### src/include/gdil_map.vh
`ifndef GDIL_MAP_VH
`define GDIL_MAP_VH

// clock and timing figures
`define GDIL_CLK_PERIOD_NS  50
`define GDIL_T_WAKE_NS      280
`define GDIL_T_PWRUP_US     2000
`define GDIL_DT_STEP_CYC    8'h02

// register byte offsets
`define GDIL_REG_CMD        5'h00
`define GDIL_REG_RESP       5'h04
`define GDIL_REG_STATE      5'h08

// command upper nibbles
`define GDIL_OP_READ        4'h0
`define GDIL_OP_MASK_A      4'h2
`define GDIL_OP_MASK_B      4'h3
`define GDIL_OP_MODE        4'h4
`define GDIL_OP_CLR_A       4'h6
`define GDIL_OP_CLR_B       4'h7
`define GDIL_OP_DEAD        4'h8

// status-read selectors in the low nibble
`define GDIL_SEL_WORD_ONE   4'h0
`define GDIL_SEL_WORD_TWO   4'h1
`define GDIL_SEL_WORD_THREE 4'h2

// reset values
`define GDIL_MODE_RST       3'h1
`define GDIL_MASK_RST       8'h00
`define GDIL_DEAD_RST       4'h0

// flag positions
`define GDIL_FLG_FAULT      0
`define GDIL_FLG_STANDBY_STATE       1
`define GDIL_FLG_HI_EARLY   2
`define GDIL_FLG_LO_EARLY   3
`define GDIL_FLG_MODE_REF   4
`define GDIL_FLG_BAD_CMD    5

`endif

### src/core/gdil_sync.v
`timescale 1ns/10ps
`default_nettype none

module gdil_sync #(
	parameter W = 1
) (
	input  wire         clk_i,
	input  wire         rst_n_i,
	input  wire [W-1:0] d_i,
	output reg  [W-1:0] q_o
);

	reg [W-1:0] meta;

	// meta feeds only the second stage
	always @(posedge clk_i or negedge rst_n_i) begin
		if (!rst_n_i) begin
			meta <= {W{1'b0}};
			q_o  <= {W{1'b0}};
		end else begin
			meta <= d_i;
			q_o  <= meta;
		end
	end

endmodule

`default_nettype wire

### src/core/gdil_top.v
`timescale 1ns/10ps
`default_nettype none
`include "gdil_map.vh"

module gdil_top #(
	parameter PWRUP_CYC = (`GDIL_T_PWRUP_US * 1000) / `GDIL_CLK_PERIOD_NS
) (
	input  wire        CLK_I,
	input  wire        RST_N_I,
	input  wire [4:0]  AVS_ADDRESS_I,
	input  wire        AVS_READ_I,
	input  wire        AVS_WRITE_I,
	input  wire [31:0] AVS_WRITEDATA_I,
	input  wire [3:0]  AVS_BYTEENABLE_I,
	output reg  [31:0] AVS_READDATA_O,
	output wire        AVS_WAITREQUEST_O,
	input  wire        ENABLE_PIN_ONE_I,
	input  wire        ENABLE_PIN_TWO_I,
	input  wire        PHASE_A_LOW_INPUT_I,
	input  wire        PHASE_B_LOW_INPUT_I,
	input  wire        PHASE_C_LOW_INPUT_I,
	input  wire        PHASE_A_HIGH_INPUT_N_I,
	input  wire        PHASE_B_HIGH_INPUT_N_I,
	input  wire        PHASE_C_HIGH_INPUT_N_I,
	input  wire        FAULT_I,
	output wire [2:0]  LOW_GATE_O,
	output wire [2:0]  HIGH_GATE_O,
	output reg  [2:0]  HIGH_DRIVE_LOWZ_O,
	output reg         STANDBY_O,
	output reg         READY_O,
	output reg         PUMP_EN_O
);

	localparam [1:0] PH_LOCK = 2'b00;
	localparam [1:0] PH_ARM  = 2'b01;
	localparam [1:0] PH_LIVE = 2'b10;

	// longest propagation: round down, at least one cycle
	localparam integer WAKE_RAW = `GDIL_T_WAKE_NS / `GDIL_CLK_PERIOD_NS;
	localparam integer WAKE_INT = (WAKE_RAW < 1) ? 1 : WAKE_RAW;
	localparam [3:0]   WAKE_CYC = WAKE_INT[3:0];
	localparam [15:0]  PU_CYC   = PWRUP_CYC[15:0];

	wire [8:0] pins_s;
	wire       en1_s;
	wire       en2_s;
	wire [2:0] lo_s;
	wire [2:0] hin_s;
	wire       fault_s;

	gdil_sync #(
		.W (9)
	) u_sync (
		.clk_i   (CLK_I),
		.rst_n_i (RST_N_I),
		.d_i     ({FAULT_I, ENABLE_PIN_TWO_I, ENABLE_PIN_ONE_I,
		            PHASE_C_HIGH_INPUT_N_I, PHASE_B_HIGH_INPUT_N_I,
		            PHASE_A_HIGH_INPUT_N_I, PHASE_C_LOW_INPUT_I,
		            PHASE_B_LOW_INPUT_I, PHASE_A_LOW_INPUT_I}),
		.q_o     (pins_s)
	);

	assign lo_s    = pins_s[2:0];
	assign hin_s   = pins_s[5:3];
	assign en1_s   = pins_s[6];
	assign en2_s   = pins_s[7];
	assign fault_s = pins_s[8];

	reg  [2:0]  lo_prev;
	reg  [2:0]  hin_prev;
	reg  [15:0] pu_cnt;
	reg  [3:0]  wake_cnt;
	reg         awake;
	reg  [1:0]  ph_st [0:2];
	reg  [7:0]  flags;
	reg  [7:0]  irq_mask;
	reg  [2:0]  mode;
	reg         mode_lock;
	reg  [3:0]  dead;
	reg  [7:0]  last_cmd;
	reg  [7:0]  pend_rsp;
	reg  [7:0]  resp;
	reg         ack;

	wire       shutdown = ~awake | flags[`GDIL_FLG_FAULT];
	wire [2:0] lo_rise  = lo_s & ~lo_prev;
	wire [2:0] hin_fall = ~hin_s & hin_prev;
	wire [7:0] dead_cyc = {4'h0, dead} * `GDIL_DT_STEP_CYC;

	// power up after reset; enables are expected low meanwhile
	always @(posedge CLK_I or negedge RST_N_I) begin
		if (!RST_N_I) begin
			pu_cnt  <= 16'h0000;
			READY_O <= 1'b0;
		end else if (pu_cnt != PU_CYC) begin
			pu_cnt <= pu_cnt + 16'h0001;
		end else begin
			READY_O <= 1'b1;
		end
	end

	always @(posedge CLK_I or negedge RST_N_I) begin
		if (!RST_N_I) begin
			PUMP_EN_O <= 1'b0;
		end else begin
			PUMP_EN_O <= mode[0];
		end
	end

	// standby exit needs both enables held for the wake time
	always @(posedge CLK_I or negedge RST_N_I) begin
		if (!RST_N_I) begin
			wake_cnt  <= 4'h0;
			awake     <= 1'b0;
			STANDBY_O <= 1'b1;
			lo_prev   <= 3'h0;
			hin_prev  <= 3'h0; // same as synchroniser reset: no false fall
		end else begin
			lo_prev  <= lo_s;
			hin_prev <= hin_s;
			if (!(en1_s && en2_s) || !READY_O) begin
				wake_cnt <= 4'h0;
				awake    <= 1'b0;
			end else if (wake_cnt != WAKE_CYC) begin
				wake_cnt <= wake_cnt + 4'h1;
			end else begin
				awake <= 1'b1;
			end
			STANDBY_O <= ~awake;
		end
	end

	// per-phase lockout of the high-side driver
	genvar p;
	generate
		for (p = 0; p < 3; p = p + 1) begin : g_phase
			always @(posedge CLK_I or negedge RST_N_I) begin
				if (!RST_N_I) begin
					ph_st[p] <= PH_LOCK;
				end else if (shutdown) begin
					ph_st[p] <= PH_LOCK;
				end else begin
					case (ph_st[p])
					PH_LOCK: begin
						// early high edge is simply ignored here
						if (lo_rise[p]) begin
							ph_st[p] <= PH_ARM;
						end
					end
					PH_ARM: begin
						if (hin_fall[p]) begin
							ph_st[p] <= PH_LIVE;
						end
					end
					PH_LIVE: begin
						ph_st[p] <= PH_LIVE;
					end
					default: begin
						ph_st[p] <= PH_LOCK;
					end
					endcase
				end
			end

			always @(posedge CLK_I or negedge RST_N_I) begin
				if (!RST_N_I) begin
					HIGH_DRIVE_LOWZ_O[p] <= 1'b0;
				end else begin
					HIGH_DRIVE_LOWZ_O[p] <= (ph_st[p] == PH_LIVE) &&
						!shutdown;
				end
			end
		end
	endgenerate

	// gate requests, then a dead-time on-delay per gate
	wire [5:0] req;
	wire [5:0] gate;

	generate
		for (p = 0; p < 3; p = p + 1) begin : g_req
			assign req[p]   = !shutdown && lo_s[p];
			assign req[p+3] = !shutdown && !hin_s[p] &&
				(ph_st[p] == PH_LIVE);
		end
		for (p = 0; p < 6; p = p + 1) begin : g_dead
			reg [7:0] cnt;
			reg       on;
			always @(posedge CLK_I or negedge RST_N_I) begin
				if (!RST_N_I) begin
					cnt <= 8'h00;
					on  <= 1'b0;
				end else if (!req[p]) begin
					cnt <= dead_cyc;
					on  <= 1'b0;
				end else if (cnt != 8'h00) begin
					cnt <= cnt - 8'h01;
				end else begin
					on <= 1'b1;
				end
			end
			assign gate[p] = on && !shutdown;
		end
	endgenerate

	assign LOW_GATE_O  = gate[2:0];
	assign HIGH_GATE_O = gate[5:3];

	// register bus: one wait cycle on every access
	wire req_bus = AVS_READ_I | AVS_WRITE_I;
	wire done    = req_bus & ack;
	wire cmd_wr  = AVS_WRITE_I & ack & AVS_BYTEENABLE_I[0] &
		(AVS_ADDRESS_I == `GDIL_REG_CMD);
	wire [7:0] cmd = AVS_WRITEDATA_I[7:0];

	assign AVS_WAITREQUEST_O = req_bus & ~ack;

	function [7:0] status_sel;
		input [3:0] sel;
		begin
			case (sel)
			`GDIL_SEL_WORD_ONE:   status_sel = flags;
			`GDIL_SEL_WORD_TWO:   status_sel = {mode_lock, mode, dead};
			`GDIL_SEL_WORD_THREE: status_sel = {2'b00, ph_st[2][1],
				ph_st[1][1], ph_st[0][1], ph_st[2][0], ph_st[1][0],
				ph_st[0][0]};
			default:              status_sel = 8'h00;
			endcase
		end
	endfunction

	wire [3:0] op       = cmd[7:4];
	wire       op_known = (op == `GDIL_OP_READ) || (op == `GDIL_OP_MASK_A) ||
		(op == `GDIL_OP_MASK_B) || (op == `GDIL_OP_MODE) ||
		(op == `GDIL_OP_CLR_A) || (op == `GDIL_OP_CLR_B) ||
		(op == `GDIL_OP_DEAD);

	// clear requests from the two clear commands, one flag group each
	reg [7:0] clr;
	reg [7:0] evt;
	always @* begin
		clr = 8'h00;
		if (cmd_wr && op == `GDIL_OP_CLR_A) begin
			clr[3:0] = cmd[3:0];
		end
		if (cmd_wr && op == `GDIL_OP_CLR_B) begin
			clr[7:4] = cmd[3:0];
		end
		evt = 8'h00;
		evt[`GDIL_FLG_FAULT]    = fault_s;
		evt[`GDIL_FLG_STANDBY_STATE]     = awake & ~(en1_s & en2_s);
		evt[`GDIL_FLG_HI_EARLY] = |(hin_fall & {ph_st[2] == PH_LOCK,
			ph_st[1] == PH_LOCK, ph_st[0] == PH_LOCK}) & ~shutdown;
		evt[`GDIL_FLG_LO_EARLY] = |lo_rise & ~awake;
		evt[`GDIL_FLG_MODE_REF] = cmd_wr & (op == `GDIL_OP_MODE) & mode_lock;
		evt[`GDIL_FLG_BAD_CMD]  = cmd_wr & ~op_known;
	end

	always @(posedge CLK_I or negedge RST_N_I) begin
		if (!RST_N_I) begin
			flags <= 8'h00;
		end else begin
			// a new event beats a clear in the same cycle
			flags <= (flags & ~clr) | evt;
		end
	end

	always @(posedge CLK_I or negedge RST_N_I) begin
		if (!RST_N_I) begin
			irq_mask  <= `GDIL_MASK_RST;
			mode      <= `GDIL_MODE_RST;
			mode_lock <= 1'b0;
			dead      <= `GDIL_DEAD_RST;
			last_cmd  <= 8'h00;
			pend_rsp  <= 8'h00;
			resp      <= 8'h00;
		end else if (cmd_wr) begin
			last_cmd <= cmd;
			// the frame shifts out what the previous frame asked for
			resp     <= pend_rsp;
			pend_rsp <= (op == `GDIL_OP_READ) ? status_sel(cmd[3:0]) :
				flags;
			if (op == `GDIL_OP_MASK_A || op == `GDIL_OP_MASK_B) begin
				irq_mask <= {3'h0, cmd[4:0]};
			end
			if (op == `GDIL_OP_MODE && !mode_lock) begin
				mode      <= cmd[3:1];
				mode_lock <= cmd[0];
			end
			if (op == `GDIL_OP_DEAD) begin
				dead <= cmd[3:0];
			end
		end
	end

	always @(posedge CLK_I or negedge RST_N_I) begin
		if (!RST_N_I) begin
			ack            <= 1'b0;
			AVS_READDATA_O <= 32'h00000000;
		end else begin
			ack <= req_bus & ~ack;
			if (AVS_READ_I && !ack) begin
				case (AVS_ADDRESS_I)
				`GDIL_REG_CMD:   AVS_READDATA_O <= {24'h000000, last_cmd};
				`GDIL_REG_RESP:  AVS_READDATA_O <= {24'h000000, resp};
				`GDIL_REG_STATE: AVS_READDATA_O <= {13'h0000,
					|(flags & ~irq_mask), READY_O, STANDBY_O, shutdown,
					HIGH_DRIVE_LOWZ_O, gate[5:3], gate[2:0],
					ph_st[2], ph_st[1], ph_st[0]};
				default:         AVS_READDATA_O <= 32'h00000000;
				endcase
			end else if (done) begin
				AVS_READDATA_O <= AVS_READDATA_O;
			end
		end
	end

endmodule

`default_nettype wire

### config.mk
export PLATFORM = sky130hd
export DESIGN_NAME = gdil_top
export DESIGN_NICKNAME = d
export VERILOG_FILES = /design/src/core/gdil_sync.v /design/src/core/gdil_top.v
export VERILOG_INCLUDE_DIRS = /design/src /design/src/include
export SDC_FILE = /design/constraint.sdc
export NUM_CORES = 1
export LEC_CHECK = 0
export ABC_AREA = 1
export BUFFER_PORTS_ARGS = -buffer_cell sky130_fd_sc_hd__buf_2
export CAP_MARGIN = 15
export CORE_MARGIN = 10
export CORE_UTILIZATION = 50
export CTS_CLUSTER_SIZE = 8
export DETAILED_ROUTE_END_ITERATION = 8
export PLACE_DENSITY = 0.7
export RECOVER_POWER = 100
export SYNTH_ARGS = -nofsm -noshare
export SYNTH_HDL_FRONTEND = slang
export SYNTH_HIERARCHICAL = 1
export SYNTH_SLANG_ARGS = --single-unit
### constraint.sdc
create_clock -name CLK_I -period 2.15 [get_ports CLK_I]
set_input_delay 0.215 -clock CLK_I [delete_from_list [all_inputs] [get_ports CLK_I]]
set_output_delay 0.215 -clock CLK_I [all_outputs]
set_load 0.02 [all_outputs]
==> summary.txt <==
Die
  – Die width: 151 um
  – Die height: 151 um
  – # IOs: 99
  – Rows: 47
  – Total die area: 22900 sq um
  – Initial Utilization: 0.514
  – Core region area: 16800 sq um

Power and ir drop
  – LEAKAGE: 4.72 nW
  – Total design power: 0.00691 W
  – Clk pwr share: 0.455
  – Switch Pwr: 0.00163 W
  – P_int: 0.00527 W
  – PwrDens: 709 nW/um^2
  – Gate power share: 0.048
  – Switch share: 0.236
  – Reg power frac: 0.496
  – Peak VDD IR: 0.664 mV

Worst setup path
  – Critical path type: flop to output pin
  – Critical-path top delay cell: dfrtp_1
  – Setup crit end kind: output pin
  – Crit-path leading delay family: flip-flops
  – Max stage delay on crit path: 450 ps
  – CP startpoint kind: flop
  – Worst-path maximum fanout: 15
  – CP required: 1930 ps
  – Crit-path cells: inv_2 -> nand2_4 -> nor2_1 -> clkbuf_1
  – Bufs and invs on worst path: 2
  – Worst EP arrival: 1770 ps

GRT
  – First-pass GRT wire length: 32100 um
  – Initial antenna violation count: 0
  – Gr ovfl total: 0
  – Largest net degree at the start of global routing: 57
  – Overall Global Routing Usage: 0.176
  – Vias in the first global route: 6558

Clock tree
  – Post-cts resize count: 0
  – Worst-Skew Late Latency: 440 ps
  – Clock buffer depth: 2
  – Clock transition at path regs: 70 ps
  – Setup Buffers After CTS: 0
  – H-tree levels: 4
  – CTS tree: yes
  – Clk sinks: 176
  – Post-CTS Hold Buffers: 10
  – Root Buffer: clkbuf_16
  – CTS buffer count: 17

Run status
  – Status: finished, final reports clean

Place
  – Dpl hpwl: 13900 um
  – Port Buffers: 58
  – GP Congestion: 0.869
  – Placed instance count: 1309

STA
  – Slew at the pin closest to its max-slew limit: 1390 ps
  – Final-report max-slew violation count: 0
  – Setup TNS: 0 ps
  – RSZ-0062 raised after global routing: false
  – Slew Limit Headroom: 0.0740
  – Setup-failing EPs final: 0
  – Final worst-path cycle share: 0.921
  – Worst Skew: 11.1 ps
  – Hold_ws: 34.4 ps
  – Fmax: 505 MHz
  – Hold Fails Final Rpt: 0
  – Min Tclk post-route: 1980 ps

Logic synthesis
  – Top FF cell, synth: dfrtp_1
  – Cell taking the most area after synthesis: dfrtp_1
  – Most common cell in the netlist: nand2_1
  – Async set or reset register ratio after synthesis: 1.00
  – Post-synth top cells: 275 x nand2_1, 174 x dfrtp_1, 125 x inv_1
  – Cells after Synth: 1035
  – Synthesized area: 8620 sq um
  – Netlist cell types: 41
  – Yosys warns: 6
  – Synthesized area per cell: 8.32 sq um
  – EDFF count, synth: 0
  – Yosys top cell area share: 0.505
  – Sequential-to-total area share from yosys stat: 0.511
  – Synth area leaders: dfrtp_1 51%, nand2_1 12%, nand3_1 5.9%
  – Synth Register Bits: 176

Detailed routing
  – Drt first pass iters: 5
  – Via count: 6813
  – Final wirelength: 19300 um
  – Vias per inst: 5.04
  – DRC viols: 0
  – Post-route ant nets: 0
  – DR WL/cell: 14.3 um
  – Starting DRT DRC Count: 454

Finish
  – Share of layout cells above drive strength 1: 0.0760
  – Final Non-Filler Cells: 1351
  – NumNets Final: 1198
  – P&R area growth vs syn: 13.0%
  – Antenna diode count: 0

Worst hold path
  – Hold WC Path Type: input pin to flop

Flow run
  – Max Cap Violations: 0
-- cell families after synthesis --
logic type | after synthesis | synth area share
compound gates | 100 | 0.0652
buf+inv | 161 | 0.0813
other cells | 1 | 0.000435
flops | 176 | 0.511
xor+xnor | 29 | 0.0295
fa+ha+maj | 26 | 0.0378
simple gates | 542 | 0.274
-- final cells by class --
cell class              instances  area [sq um]
well taps                     220           275
flip-flops and latches        176          4410
clock inverters                13           149
multi-input cells             710          3510
clock buffers                  19           453
inverters                     134           505
repair buffers                 79           434
fillers                      1545          7020
-- per-stage QoR --
| step | instance area [sq um] | utilization | worst slack [ps] |
|---|---|---|---|
| 3_5_place_dp | 9150 | 0.546 | 408 |
| 2_1_floorplan | 8660 | - | 740 |
| 4_1_cts | 9850 | 0.588 | 177 |
| 3_3_place_gp | 9150 | 0.546 | 476 |
| 5_1_grt | 9740 | 0.581 | 90.8 |
| 6_report | 9740 | 0.581 | 170 |
-- power by group through the flow --
stage | sequential, W | combinational [W] | clock (W)
after global routing | 0.00343 | 0.000379 | 0.00334
after CTS | 0.00343 | 0.000347 | 0.00320
after floorplan | 0.00348 | 0.000184 | 0
after detailed placement | 0.00349 | 0.000331 | 0
after global placement | 0.00349 | 0.000327 | 0
final | 0.00343 | 0.000332 | 0.00315
-- per-layer routing --
layer  global-route usage  vias up  routed length (um)
li1                     -     3440                   -
met1                0.243     3212                9150
met2                0.272      140                8880
met3               0.0328       21                 993
met4               0.0587        0                 248
met5                    0        -                   0
-- final timing paths --
check,slack [ps],to,start,cells past startpoint
max in group asynchronous,400,STANDBY_O$_DFF_PN1_,RST_N_I,3
min in group asynchronous,630,g_dead[3].cnt[3]$_DFFE_PN0P_,RST_N_I,2
min reg2reg,350,u_sync/q_o[2]$_DFF_PN0_,u_sync/meta[2]$_DFF_PN0_,0
min,30,last_cmd[6]$_DFFE_PN0P_,AVS_WRITEDATA_I[6],3
max reg2reg,310,pu_cnt[12]$_DFFE_PN0P_,pu_cnt[0]$_DFFE_PN0P_,6
max,170,LOW_GATE_O[1],flags[0]$_DFF_PN0_,4
-- placed cells by master, fill, tap and decap left out, drive strengths merged, types with 7 or more instances in the layout --
cell type	n
dlygate4sd3	10
dfrtp	174
xor2	22
nand4	21
conb	13
buf	28
nand3	103
ha	26
inv	139
xnor2	7
nor3	10
o22ai	15
clkbuf	60
o21ai	56
nand2	280
a21oi	22
nor2	124
-- worst reg2reg max path: cells and delay by family, from the launching register on --
family	cells	cell delay, ps
flip-flops	1	410
AND/OR/NAND/NOR	4	920
AO/OA/AOI/OAI	1	190
adder cells (fa/ha/maj)	1	210
-- flip-flops by register name, summed over array words and instances (netlist names), 3 cells and up --
name and count:
g_dead.cnt 48, resp 8, hin_prev 3, pu_cnt 16
u_sync/meta 9, g_dead.on 6, last_cmd 8, irq_mask 5
mode 3, AVS_READDATA_O 19, lo_prev 3, wake_cnt 4
flags 8, HIGH_DRIVE_LOWZ_O 3, pend_rsp 8, dead 4
u_sync/q_o 9, ph_st 6
Note: power is estimated with default switching activity, not from simulation.
